===== src/core/rkc_defines.svh =====
// Register offsets, field positions, reset values and timing counts of the remote key logic.
`ifndef RKC_DEFINES_SVH
`define RKC_DEFINES_SVH

`define RKC_CLK_KHZ 125000
`define RKC_SHIFT_TIME_MS 2000
`define RKC_STOP_TIME_MS 5000
`define RKC_SPEED_STEP_MS 10
`define RKC_SHIFT_CYC (`RKC_SHIFT_TIME_MS * `RKC_CLK_KHZ)
`define RKC_STOP_CYC (`RKC_STOP_TIME_MS * `RKC_CLK_KHZ)
`define RKC_SPEED_STEP_CYC (`RKC_SPEED_STEP_MS * `RKC_CLK_KHZ)

`define RKC_PRESET_SMALL 32'h0000_0064
`define RKC_PRESET_LARGE 32'h0000_03e8

`define RKC_OFS_CTRL 4'h0
`define RKC_OFS_STATUS 4'h4
`define RKC_OFS_PRESET 4'h8
`define RKC_OFS_SPEED 4'hc

`define RKC_CTRL_MENU_CLOSE 0
`define RKC_ST_MENU 0
`define RKC_ST_SHIFT 1
`define RKC_ST_PRESET 2
`define RKC_ST_START 3
`define RKC_ST_STOP 4
`define RKC_ST_FLOW 5

`define RKC_IDLE_RESET 8'h20
`define RKC_SPEED_MAX 8'hff
`define RKC_PRESET_RESET 32'h0000_c350

`define RKC_RESP_OKAY 2'h0
`define RKC_RESP_SLVERR 2'h2

`endif


===== src/core/rkc_pkg.sv =====
// Types shared by the remote key command logic.
package rkc_pkg;

   typedef logic [7:0] rkc_speed_t;
   typedef logic [31:0] rkc_word_t;

   // Key order inside the packed key vector.
   typedef enum logic [3:0] {
      RKC_K_START = 4'h0,
      RKC_K_STOP = 4'h1,
      RKC_K_ESTOP = 4'h2,
      RKC_K_UP = 4'h3,
      RKC_K_DOWN = 4'h4,
      RKC_K_VUP = 4'h5,
      RKC_K_VDN = 4'h6,
      RKC_K_MENU = 4'h7,
      RKC_K_SHIFT = 4'h8
   } rkc_key_t;

   typedef enum logic [1:0] {
      RKC_WR_IDLE = 2'b01,
      RKC_WR_RESP = 2'b10
   } rkc_wr_state_t;

   typedef struct packed {
      logic [8:0] prev_keys;
      logic shift_on;
      rkc_word_t shift_cnt;
      logic start_hold;
      rkc_word_t stop_cnt;
      rkc_speed_t speed;
      rkc_speed_t idle_speed;
      rkc_word_t step_cnt;
      rkc_word_t preset;
      logic preset_send;
      logic menu_open;
      logic discharge_stop;
      logic aw_got;
      logic [3:0] aw_addr;
      logic w_got;
      rkc_word_t w_data;
      logic [3:0] w_strb;
      rkc_wr_state_t wr_state;
      logic [1:0] b_resp;
      logic r_valid;
      rkc_word_t r_data;
      logic [1:0] r_resp;
   } rkc_state_t;

endpackage : rkc_pkg


===== src/core/rkc_remote_keys.sv =====
// Key command interpreter of the hand-held remote with its register slave.
`timescale 1ns/1ns
`include "rkc_defines.svh"

// Behaviour
// - Menu opens only idle and host-linked
// - Shift softkey toggles shift, shown on display
// - Shifted command needs shift then key
// - Shift expires after two seconds
// - Preset screen volume press adds two seconds
// - Shift clears on reshift, or on shifted start or stop with no preset volume press in that cycle
// - Motor start follows held start key
// - Motor start resets speed to idle unless a speed step lands in that cycle
// - Discharge start ignores motor state
// - Motor stop is fixed five-second pulse
// - Emergency stop ends discharge and stops motor
// - Flow switch lets speed keys ramp speed
// - Without flow switch speed stays idle
// - Motor stop accepted at any speed
// - Plain volume key steps preset 100 litres
// - Shifted volume key steps 1000 litres
// - Key preset changes sent to host immediately
// - Host preset screen switches remote preset screen
// - Softkey labels shown only when available
module rkc_remote_keys #(
   parameter int unsigned SHIFT_CYC = `RKC_SHIFT_CYC,
   parameter int unsigned STOP_CYC = `RKC_STOP_CYC,
   parameter int unsigned SPEED_STEP_CYC = `RKC_SPEED_STEP_CYC
) (
   input wire logic aclk,
   input wire logic aresetn,
   input wire logic key_start,
   input wire logic key_stop,
   input wire logic key_estop,
   input wire logic key_speed_up,
   input wire logic key_speed_down,
   input wire logic key_vol_up,
   input wire logic key_vol_down,
   input wire logic menu_softkey,
   input wire logic shift_softkey,
   input wire logic flow_switch,
   input wire logic host_link_ok,
   input wire logic discharge_active,
   input wire logic host_preset_screen,
   output logic motor_start,
   output logic motor_stop,
   output logic discharge_stop,
   output rkc_pkg::rkc_speed_t engine_speed,
   output logic menu_open,
   output logic shift_upper,
   output logic label_menu,
   output logic label_shift,
   output logic preset_screen,
   output rkc_pkg::rkc_word_t preset_volume,
   output logic preset_send,
   input wire logic [3:0] s_axi_awaddr,
   input wire logic s_axi_awvalid,
   output logic s_axi_awready,
   input wire logic [31:0] s_axi_wdata,
   input wire logic [3:0] s_axi_wstrb,
   input wire logic s_axi_wvalid,
   output logic s_axi_wready,
   output logic [1:0] s_axi_bresp,
   output logic s_axi_bvalid,
   input wire logic s_axi_bready,
   input wire logic [3:0] s_axi_araddr,
   input wire logic s_axi_arvalid,
   output logic s_axi_arready,
   output logic [31:0] s_axi_rdata,
   output logic [1:0] s_axi_rresp,
   output logic s_axi_rvalid,
   input wire logic s_axi_rready
);
   import rkc_pkg::*;

   localparam rkc_word_t SHIFT_LEN = rkc_word_t'(SHIFT_CYC);
   localparam rkc_word_t STOP_LEN = rkc_word_t'(STOP_CYC);
   localparam rkc_word_t STEP_LEN = rkc_word_t'(SPEED_STEP_CYC);

   rkc_state_t cur;
   rkc_state_t nxt;
   logic [8:0] keys;
   logic [8:0] rise;
   logic shift_press;
   logic shifted;
   logic vol_press;
   logic is_preset;
   logic menu_avail;
   logic st_rd_ok;
   rkc_word_t status_word;

   // Byte-lane merge of a write into a stored word.
   function automatic rkc_word_t merge_bytes(input rkc_word_t old, input rkc_word_t data, input logic [3:0] strb);
      rkc_word_t res;
      res = old;
      for (int i = 0; i < 4; i++) begin
         if (strb[i]) begin
            res[i*8 +: 8] = data[i*8 +: 8];
         end
      end
      return res;
   endfunction : merge_bytes

   // Saturating add; the shift extension and the preset both must never wrap.
   function automatic rkc_word_t sat_add(input rkc_word_t a, input rkc_word_t b);
      logic [32:0] s;
      s = {1'b0, a} + {1'b0, b};
      return s[32] ? 32'hffff_ffff : s[31:0];
   endfunction : sat_add

   function automatic rkc_word_t sat_sub(input rkc_word_t a, input rkc_word_t b);
      return (a > b) ? a - b : 32'h0000_0000;
   endfunction : sat_sub

   // Preset step size: the large step applies while shift is active.
   function automatic rkc_word_t preset_step(input logic big);
      return big ? `RKC_PRESET_LARGE : `RKC_PRESET_SMALL;
   endfunction : preset_step

   always_comb begin
      keys = {shift_softkey, menu_softkey, key_vol_down, key_vol_up, key_speed_down,
              key_speed_up, key_estop, key_stop, key_start};
      rise = keys & ~cur.prev_keys;
      is_preset = host_preset_screen;
      menu_avail = !discharge_active && host_link_ok && !cur.menu_open;
      // A key counts as shifted only when shift was already on and the shift key is no longer down,
      // so pressing both together never forms a shifted command.
      shifted = cur.shift_on && !shift_softkey;
      shift_press = rise[RKC_K_SHIFT] && !cur.menu_open && (keys[7:0] == 8'h00);
      vol_press = is_preset && (rise[RKC_K_VUP] || rise[RKC_K_VDN]);
      status_word = 32'h0000_0000;
      status_word[`RKC_ST_MENU] = cur.menu_open;
      status_word[`RKC_ST_SHIFT] = cur.shift_on;
      status_word[`RKC_ST_PRESET] = is_preset;
      status_word[`RKC_ST_START] = cur.start_hold;
      status_word[`RKC_ST_STOP] = (cur.stop_cnt != 32'h0000_0000);
      status_word[`RKC_ST_FLOW] = flow_switch;

      nxt = cur;
      nxt.prev_keys = keys;
      nxt.preset_send = 1'b0;
      nxt.discharge_stop = 1'b0;

      // Shift state and its timeout.
      if (cur.shift_on) begin
         if (cur.shift_cnt <= 32'h0000_0001) begin
            nxt.shift_on = 1'b0;
            nxt.shift_cnt = 32'h0000_0000;
         end else begin
            nxt.shift_cnt = cur.shift_cnt - 32'h0000_0001;
         end
      end
      if (shift_press) begin
         nxt.shift_on = !cur.shift_on;
         nxt.shift_cnt = cur.shift_on ? 32'h0000_0000 : SHIFT_LEN;
      end

      // Motor start and stop.
      if (shifted && rise[RKC_K_START]) begin
         nxt.start_hold = 1'b1;
         nxt.speed = cur.idle_speed;
         nxt.shift_on = 1'b0;
      end else if (!key_start) begin
         nxt.start_hold = 1'b0;
      end
      if (cur.stop_cnt != 32'h0000_0000) begin
         nxt.stop_cnt = cur.stop_cnt - 32'h0000_0001;
      end
      // Stop is taken regardless of speed; a stop also cancels any start still held.
      if (shifted && rise[RKC_K_STOP]) begin
         nxt.stop_cnt = STOP_LEN;
         nxt.start_hold = 1'b0;
         nxt.shift_on = 1'b0;
      end else if (rise[RKC_K_STOP]) begin
         nxt.discharge_stop = 1'b1;
      end
      if (rise[RKC_K_ESTOP]) begin
         nxt.discharge_stop = 1'b1;
         nxt.stop_cnt = STOP_LEN;
         nxt.start_hold = 1'b0;
      end

      // Engine speed ramp under the flow switch.
      if (!flow_switch) begin
         nxt.speed = cur.idle_speed;
         nxt.step_cnt = 32'h0000_0000;
      end else if (key_speed_up ^ key_speed_down) begin
         if (cur.step_cnt >= STEP_LEN - 32'h0000_0001) begin
            nxt.step_cnt = 32'h0000_0000;
            if (key_speed_up && cur.speed != `RKC_SPEED_MAX) begin
               nxt.speed = cur.speed + 8'h01;
            end else if (key_speed_down && cur.speed > cur.idle_speed) begin
               nxt.speed = cur.speed - 8'h01;
            end
         end else begin
            nxt.step_cnt = cur.step_cnt + 32'h0000_0001;
         end
      end else begin
         nxt.step_cnt = 32'h0000_0000;
      end

      // Preset stepping in the preset screen.
      if (vol_press) begin
         if (cur.shift_on) begin
            nxt.shift_on = 1'b1;
            nxt.shift_cnt = sat_add(cur.shift_cnt, SHIFT_LEN);
         end
         if (rise[RKC_K_VUP]) begin
            nxt.preset = sat_add(cur.preset, preset_step(cur.shift_on));
         end else begin
            nxt.preset = sat_sub(cur.preset, preset_step(cur.shift_on));
         end
         nxt.preset_send = 1'b1;
      end

      // Menu softkey; a running discharge closes an open menu.
      if (rise[RKC_K_MENU] && menu_avail) begin
         nxt.menu_open = 1'b1;
         nxt.shift_on = 1'b0;
      end else if (discharge_active || !host_link_ok) begin
         nxt.menu_open = 1'b0;
      end

      // Write channel: address and data are taken in either order.
      if (cur.wr_state == RKC_WR_IDLE) begin
         if (s_axi_awvalid && !cur.aw_got) begin
            nxt.aw_got = 1'b1;
            nxt.aw_addr = s_axi_awaddr;
         end
         if (s_axi_wvalid && !cur.w_got) begin
            nxt.w_got = 1'b1;
            nxt.w_data = s_axi_wdata;
            nxt.w_strb = s_axi_wstrb;
         end
         if (cur.aw_got && cur.w_got) begin
            nxt.aw_got = 1'b0;
            nxt.w_got = 1'b0;
            nxt.wr_state = RKC_WR_RESP;
            nxt.b_resp = `RKC_RESP_OKAY;
            case (cur.aw_addr)
               `RKC_OFS_CTRL: begin
                  // An operator opening the menu in the same cycle wins over the software close.
                  if (cur.w_strb[0] && cur.w_data[`RKC_CTRL_MENU_CLOSE] && !(rise[RKC_K_MENU] && menu_avail)) begin
                     nxt.menu_open = 1'b0;
                  end
               end
               `RKC_OFS_STATUS: begin
               end
               `RKC_OFS_PRESET: begin
                  // A local key step in the same cycle wins over the software load.
                  if (!vol_press) begin
                     nxt.preset = merge_bytes(cur.preset, cur.w_data, cur.w_strb);
                  end
               end
               `RKC_OFS_SPEED: begin
                  if (cur.w_strb[1]) begin
                     nxt.idle_speed = cur.w_data[15:8];
                  end
               end
               default: begin
                  nxt.b_resp = `RKC_RESP_SLVERR;
               end
            endcase
         end
      end else begin
         if (s_axi_bready) begin
            nxt.wr_state = RKC_WR_IDLE;
         end
      end

      // Read channel.
      st_rd_ok = 1'b1;
      if (!cur.r_valid && s_axi_arvalid) begin
         nxt.r_valid = 1'b1;
         case (s_axi_araddr)
            `RKC_OFS_CTRL: nxt.r_data = 32'h0000_0000;
            `RKC_OFS_STATUS: nxt.r_data = status_word;
            `RKC_OFS_PRESET: nxt.r_data = cur.preset;
            `RKC_OFS_SPEED: nxt.r_data = {16'h0000, cur.idle_speed, cur.speed};
            default: begin
               nxt.r_data = 32'h0000_0000;
               st_rd_ok = 1'b0;
            end
         endcase
         nxt.r_resp = st_rd_ok ? `RKC_RESP_OKAY : `RKC_RESP_SLVERR;
      end else if (cur.r_valid && s_axi_rready) begin
         nxt.r_valid = 1'b0;
      end
   end

   always_ff @(posedge aclk) begin
      if (!aresetn) begin
         cur <= '0;
         cur.idle_speed <= `RKC_IDLE_RESET;
         cur.speed <= `RKC_IDLE_RESET;
         cur.preset <= `RKC_PRESET_RESET;
         cur.wr_state <= RKC_WR_IDLE;
      end else begin
         cur <= nxt;
      end
   end

   // Discharge start is left entirely to the host, so nothing here looks at motor state for it.
   assign motor_start = cur.start_hold;
   assign motor_stop = (cur.stop_cnt != 32'h0000_0000);
   assign discharge_stop = cur.discharge_stop;
   assign engine_speed = cur.speed;
   assign menu_open = cur.menu_open;
   assign shift_upper = cur.shift_on;
   assign label_menu = !discharge_active && host_link_ok && !cur.menu_open;
   assign label_shift = !cur.menu_open;
   assign preset_screen = host_preset_screen;
   assign preset_volume = cur.preset;
   assign preset_send = cur.preset_send;
   assign s_axi_awready = (cur.wr_state == RKC_WR_IDLE) && !cur.aw_got;
   assign s_axi_wready = (cur.wr_state == RKC_WR_IDLE) && !cur.w_got;
   assign s_axi_bvalid = (cur.wr_state == RKC_WR_RESP);
   assign s_axi_bresp = cur.b_resp;
   assign s_axi_arready = !cur.r_valid;
   assign s_axi_rvalid = cur.r_valid;
   assign s_axi_rdata = cur.r_data;
   assign s_axi_rresp = cur.r_resp;

endmodule : rkc_remote_keys


===== config.mk =====
export PLATFORM = sky130hd
export DESIGN_NAME = rkc_remote_keys
export DESIGN_NICKNAME = d
export VERILOG_FILES = /design/src/core/rkc_pkg.sv /design/src/core/rkc_remote_keys.sv
export VERILOG_INCLUDE_DIRS = /design/src /design/src/core
export SDC_FILE = /design/constraint.sdc
export NUM_CORES = 1
export LEC_CHECK = 0
export BUFFER_PORTS_ARGS = -buffer_cell sky130_fd_sc_hd__buf_4
export CORE_UTILIZATION = 55
export CTS_CLUSTER_DIAMETER = 30
export CTS_CLUSTER_SIZE = 20
export DETAILED_ROUTE_END_ITERATION = 16
export GPL_TIMING_DRIVEN = 1
export MAX_ROUTING_LAYER = met4
export PLACE_DENSITY = 0.74
export SYNTH_ARGS = -nofsm -noshare
export SYNTH_HDL_FRONTEND = slang
export SYNTH_SLANG_ARGS = --single-unit

===== constraint.sdc =====
create_clock -name aclk -period 4 [get_ports aclk]
set_input_delay 1 -clock aclk [delete_from_list [all_inputs] [get_ports aclk]]
set_output_delay 1 -clock aclk [all_outputs]
set_load 0.005 [all_outputs]

; ---- Word level (Yosys, flattened, before mapping)
; Cells that the tools add are included.
; W data, S select, Z words.
[totals]
regBits = 239
latchBits = 0
ram_bits = 0
rom_bits = 0
input_bits = 64
out_inout_bits = 90
word_cells = 168
n_memories = 0
[classes]
n_addsub = 8
n_mul = 0
n_div = 0
n_lt_le_gt_ge = 4
n_eq_ne = 15
shifts = 0
muxes = 57
n_bitwise = 6
n_reduce_logical = 52
[ops]
columns = operator, count
row1 = $mux W32, 9
row2 = $mux W33, 5
row3 = $pmux W32 S3, 1
row4 = $mux W30, 3
row5 = $mux W8, 10
row6 = $sub A32 B1 Y32 const B, 2
row7 = $mux W37, 1
row8 = $add A32 B28 Y33 const B, 1
row9 = $add A32 B32 Y33, 1
row10 = $add A32 B1 Y32 const B, 1
row11 = $ge A32 B21 Y1 const B, 1
row12 = $gt A32 B10 Y1, 1
row13 = $le A32 B1 Y1 const B, 1
row14 = $reduce_bool A32 Y1, 1
row15 = $sub A32 B10 Y32, 1
row16 = $mux W28, 1
row17 = $logic_and A1 B1 Y1, 20
row18 = $mux W1, 20
row19 = $ne A5 B5 Y1 const B, 4
row20 = $eq A4 B4 Y1 const B, 4
row21 = $reduce_and A2 Y1, 6
row22 = $reduce_or A4 Y1, 3
row23 = $mux W10, 1
row24 = $and A9 B9 Y9, 1
row25 = 24 further kinds, 43

; ---- Longest topological paths before layout
[logic_depth]
depth_word = 10
mapped_depth = 13

; ---- Least setup slack after synthesis
; Ideal clock, no wire load.
[synth_path]
kind = register to register
start = register cur (netlist bit shift_upper)
end = register cur (netlist bit preset_volume[17])
arrival_time_ns = 3.557
path_slack_ns = 0.373
path_stages_with_launch = 12
n_path_buf = 2
period_less_slack_ns = 3.627
cell_sequence = dfxtp_1 clkbuf_1 inv_1 clkbuf_1 ha_1 nor2b_1 o21ai_0 a2111oi_0 o21ai_1 or3_1 a32o_1 a21oi_1
[synth_via]
elab_chain_len = 9
elab_cells_between_ends = 12
[synth_rtl]
columns = element, line_no
row1 = "start, declared", rkc_remote_keys.sv:80  ; rkc_state_t cur;
row2 = "start signal, assigned", rkc_remote_keys.sv:299  ; cur <= nxt;
row3 = $mux W10 (no source line) *, n/a
row4 = $sub A32 B10 Y32 (tied with other cells), rkc_remote_keys.sv:112  ; return (a > b) ? a - b : 32'h0000_0000;
row5 = "$mux W32, on equally long branches", "rkc_remote_keys.sv:112, rkc_remote_keys.sv:108"
row6 = $mux W32 *, rkc_remote_keys.sv:208  ; if (rise[RKC_K_VUP]) begin
row7 = $mux W33 *, rkc_remote_keys.sv:203  ; if (vol_press) begin
row8 = $mux W32, rkc_remote_keys.sv:251  ; if (!vol_press) begin
row9 = $mux W32, rkc_remote_keys.sv:240  ; case (cur.aw_addr)
row10 = $mux W32, rkc_remote_keys.sv:235  ; if (cur.aw_got && cur.w_got) begin
row11 = $mux W32 *, rkc_remote_keys.sv:225  ; if (cur.wr_state == RKC_WR_IDLE) begin
; Every way passes the cells marked *; elsewhere a longest branch is shown, timed or not.
; A chain may end at the register's enable or synchronous reset.

; ---- Final worst setup path
[layout_path]
start = register cur[170] (netlist bit)
end = output motor_stop
[layout_via]
elab_chain_len = 1
[layout_rtl]
columns = element, line_no
row1 = $reduce_bool A32 Y1, rkc_remote_keys.sv:305  ; assign motor_stop = (cur.stop_cnt != 32'h0000_0000);
row2 = "end, declared", rkc_remote_keys.sv:46  ; output logic motor_stop,
; No other way between the ends.

==> flow_metrics.tcl <==
set metrics [dict create \
    grt_antenna_before_repair 0 \
    synth_flop_cell "dfxtp_1" \
    whs_ns 0.447 \
    comb_power_share_pct 10.2 \
    gp_congestion 1.00 \
    ys_top_cells_by_area "dfxtp_1 (35%), a21oi_1 (5.9%), nand2_1 (5.3%), nor2_1 (4.7%), xnor2_1 (4.4%)" \
    dr.pass1.iters 5 \
    synthMostInstantiatedCell "dfxtp_1" \
    start_kind "flip-flop" \
    slew_headroom_pct 19.5 \
    synth_top_cell_area_share_pct 35.1 \
    setup-tns-final_ns 0 \
    r2r_start "preset_volume[24]" \
    avgSynthCellArea_um2 7.77 \
    r2r_end "preset_volume[0]" \
    finalClockSkew_ns 0.0164 \
    pwr-share-clk_pct 56.9 \
    post-route-min-period_ns 3.87 \
    hold_viol 0 \
    ios 154 \
    drt_wl_total_mm 39.7 \
    die_x_um 158 \
    die_h_um 158 \
    yosys-top-cells-count "dfxtp_1 (235), nand2_1 (189), nor2_1 (169)" \
    async_flop_share_pct 0 \
    antenna_cells 0 \
    clk_root_buffer_cell "clkbuf_16" \
    synthesis.area_um2 13400 \
    place_area_um2 14200 \
    cp.arrival_ns 2.87 \
    p_leak_uw 0.00638 \
    sw_frac_of_total_pct 26.8 \
    status "finished clean" \
    ir_worst_vdd_mv 0.549 \
    core_um2 23700 \
    initial_core_util_pct 56.7 \
    cts_tree "done" \
    fin_crit_sh_pct 96.6 \
    htreeDepth 2 \
    syn_inst 1728 \
    first_global_vias 11700 \
    via_count 12800 \
    dp.cells 2052 \
    maxCapViolations 0 \
    power.internal_uw 5730 \
    worstPathCellList "or4_4 -> or4_4 -> or4b_2 -> buf_4" \
    critPathMaxFanout 7 \
    grt_max_degree 107 \
    ys_ff_latch 235 \
    avgViaCountPerCell 5.95 \
    startpoint "cur[170]" \
    numPortBuffers 151 \
    design.die.area_um2 25000 \
    yosysTopAreaCell "dfxtp_1" \
    p_per_area_nw_per_um2 485 \
    track_usage_pct 32.4 \
    ff2ff_path_depth 7 \
    yosys_warnings 0 \
    p_sw_uw 2100 \
    clkTransAtPathRegs_ns 0.05 \
    cts_resized 0 \
    n_fill_cell 2057 \
    cts-hold-fix-buffers 0 \
    numCtsBuffers 54 \
    ant_nets 0 \
    synth-seq-area-share_pct 35.1 \
    synth_edf_count 0 \
    fin_nets 1881 \
    final_area_um2 16100 \
    dpl.hpwl_mm 27.9 \
    area_growth_pct 20.2 \
    worstPathRequired_ns 3.00 \
    reg2reg_slack_ns 0.84 \
    drc 0 \
    worst_pin_slew_ns 1.20 \
    ctsLongestPathBuffers 3 \
    cts_sinks 235 \
    yosysUniqueCellTypes 77 \
    clk_latency_ns 0.57 \
    drt_iter0_markers 1179 \
    cts_setup_buffers 0 \
    rsz0062_at_grt "no" \
    routedWlPerCell_um 18.4 \
    setup_viol 0 \
    slowest_stage "or4b_2" \
    slew_violations 0 \
    crit_end "motor_stop" \
    seq_power_share_pct 32.9 \
    timing.fmax_mhz 259 \
    instances_no_fill 2153 \
    drive_gt1_share_pct 17.3 \
    cpPeakStageDelay_ns 0.77 \
    critPathKind "flip-flop to primary output" \
    path_common_cell "or4_4" \
    row_count 56 \
    grt_overflow 0 \
    endpoint_kind "primary output" \
    grt_pass1_wl_mm 62.0 \
    holdCritPathClass "flip-flop to flip-flop" \
]
power groups by stage:
stage / combinational, uW / sequential [uW] / clock (uW)
4_1_cts: 788 / 2570 / 4500
5_1_grt: 876 / 2590 / 4620
3_5_place_dp: 781 / 2610 / 0
6_report: 798 / 2570 / 4460
3_3_place_gp: 771 / 2610 / 0
2_1_floorplan: 595 / 2550 / 0
placed cells by master (no fill, tap or decap), types with 17 or more instances in the layout:
| master | instances |
|---|---|
| nor4_1 | 27 |
| inv_1 | 43 |
| xnor2_1 | 68 |
| a21oi_1 | 159 |
| nand4_1 | 36 |
| buf_4 | 182 |
| and3_1 | 17 |
| and2_1 | 20 |
| mux2i_1 | 30 |
| nand2_1 | 189 |
| dfxtp_1 | 235 |
| nand3_1 | 66 |
| nor3_1 | 58 |
| nor2_1 | 169 |
| ha_1 | 26 |
| xor2_1 | 40 |
| o21ai_0 | 65 |
| or3_1 | 24 |
| clkbuf_16 | 54 |
registers in the layout (all words and copies together), names as in the netlist:
register / flops
menu_open: 1
cur: 155
discharge_stop: 1
motor_start: 1
s_axi_rresp: 1
shift_upper: 1
preset_send: 1
s_axi_bresp: 1
engine_speed: 8
s_axi_rdata: 32
s_axi_rvalid: 1
preset_volume: 32
critical path: cells and delay by family (launching register included):
family / cells / cell delay, ns
DFF: 1 / 0.33
buffers and inverters: 1 / 0.19
and+or+nand+nor: 3 / 1.78
final cells by class:
cell class / count / area (um2) / area share [%]
multi-input cells: 1271 / 7590 / 47.1
flip-flops and latches: 235 / 4700 / 29.2
clock buffers: 63 / 1440 / 8.90
repair buffers: 183 / 1390 / 8.60
clock inverters: 38 / 442 / 2.74
well taps: 319 / 399 / 2.48
inverters: 44 / 166 / 1.03
kinds of logic after synthesis:
logic type	after synthesis	share of synthesized area, %
compound gates	395	18.5
flops	235	35.1
xor+xnor	108	7.05
buf+inv	234	8.76
simple gates	690	25.1
mux	37	2.83
fa+ha+maj	28	2.72
other cells	1	0.0279
routing by layer:
layer  vias to the layer above  wire length (um)  global-route usage [%]
met3                        71              3570                    7.39
met4                         0               935                    10.6
met5                         -                 0                       -
met1                      6008             17100                    42.4
li1                       6191                 -                       -
met2                       538             18100                    49.0
metrics by stage:
stage	power (uW)	setup slack, ns	util, %
2_1_floorplan	3150	0.373	-
3_3_place_gp	3380	0.704	60.2
3_5_place_dp	3390	0.629	60.2
4_1_cts	7860	0.111	68.1
5_1_grt	8080	0.0406	68.1
6_report	7830	0.134	68.1
worst min path at each step:
stage                               start              end  slack [ns]  depth (start not counted)
after floorplan                  cur[116]         cur[116]        0.42                          1
after global placement           cur[116]         cur[116]        0.43                          1
after detailed placement         cur[116]         cur[116]        0.44                          1
after CTS                 s_axi_rdata[29]  s_axi_rdata[29]        0.45                          2
after global routing             cur[116]         cur[116]        0.46                          1
final                     s_axi_rdata[31]  s_axi_rdata[31]        0.45                          2
(Power assumes the default switching activity.)
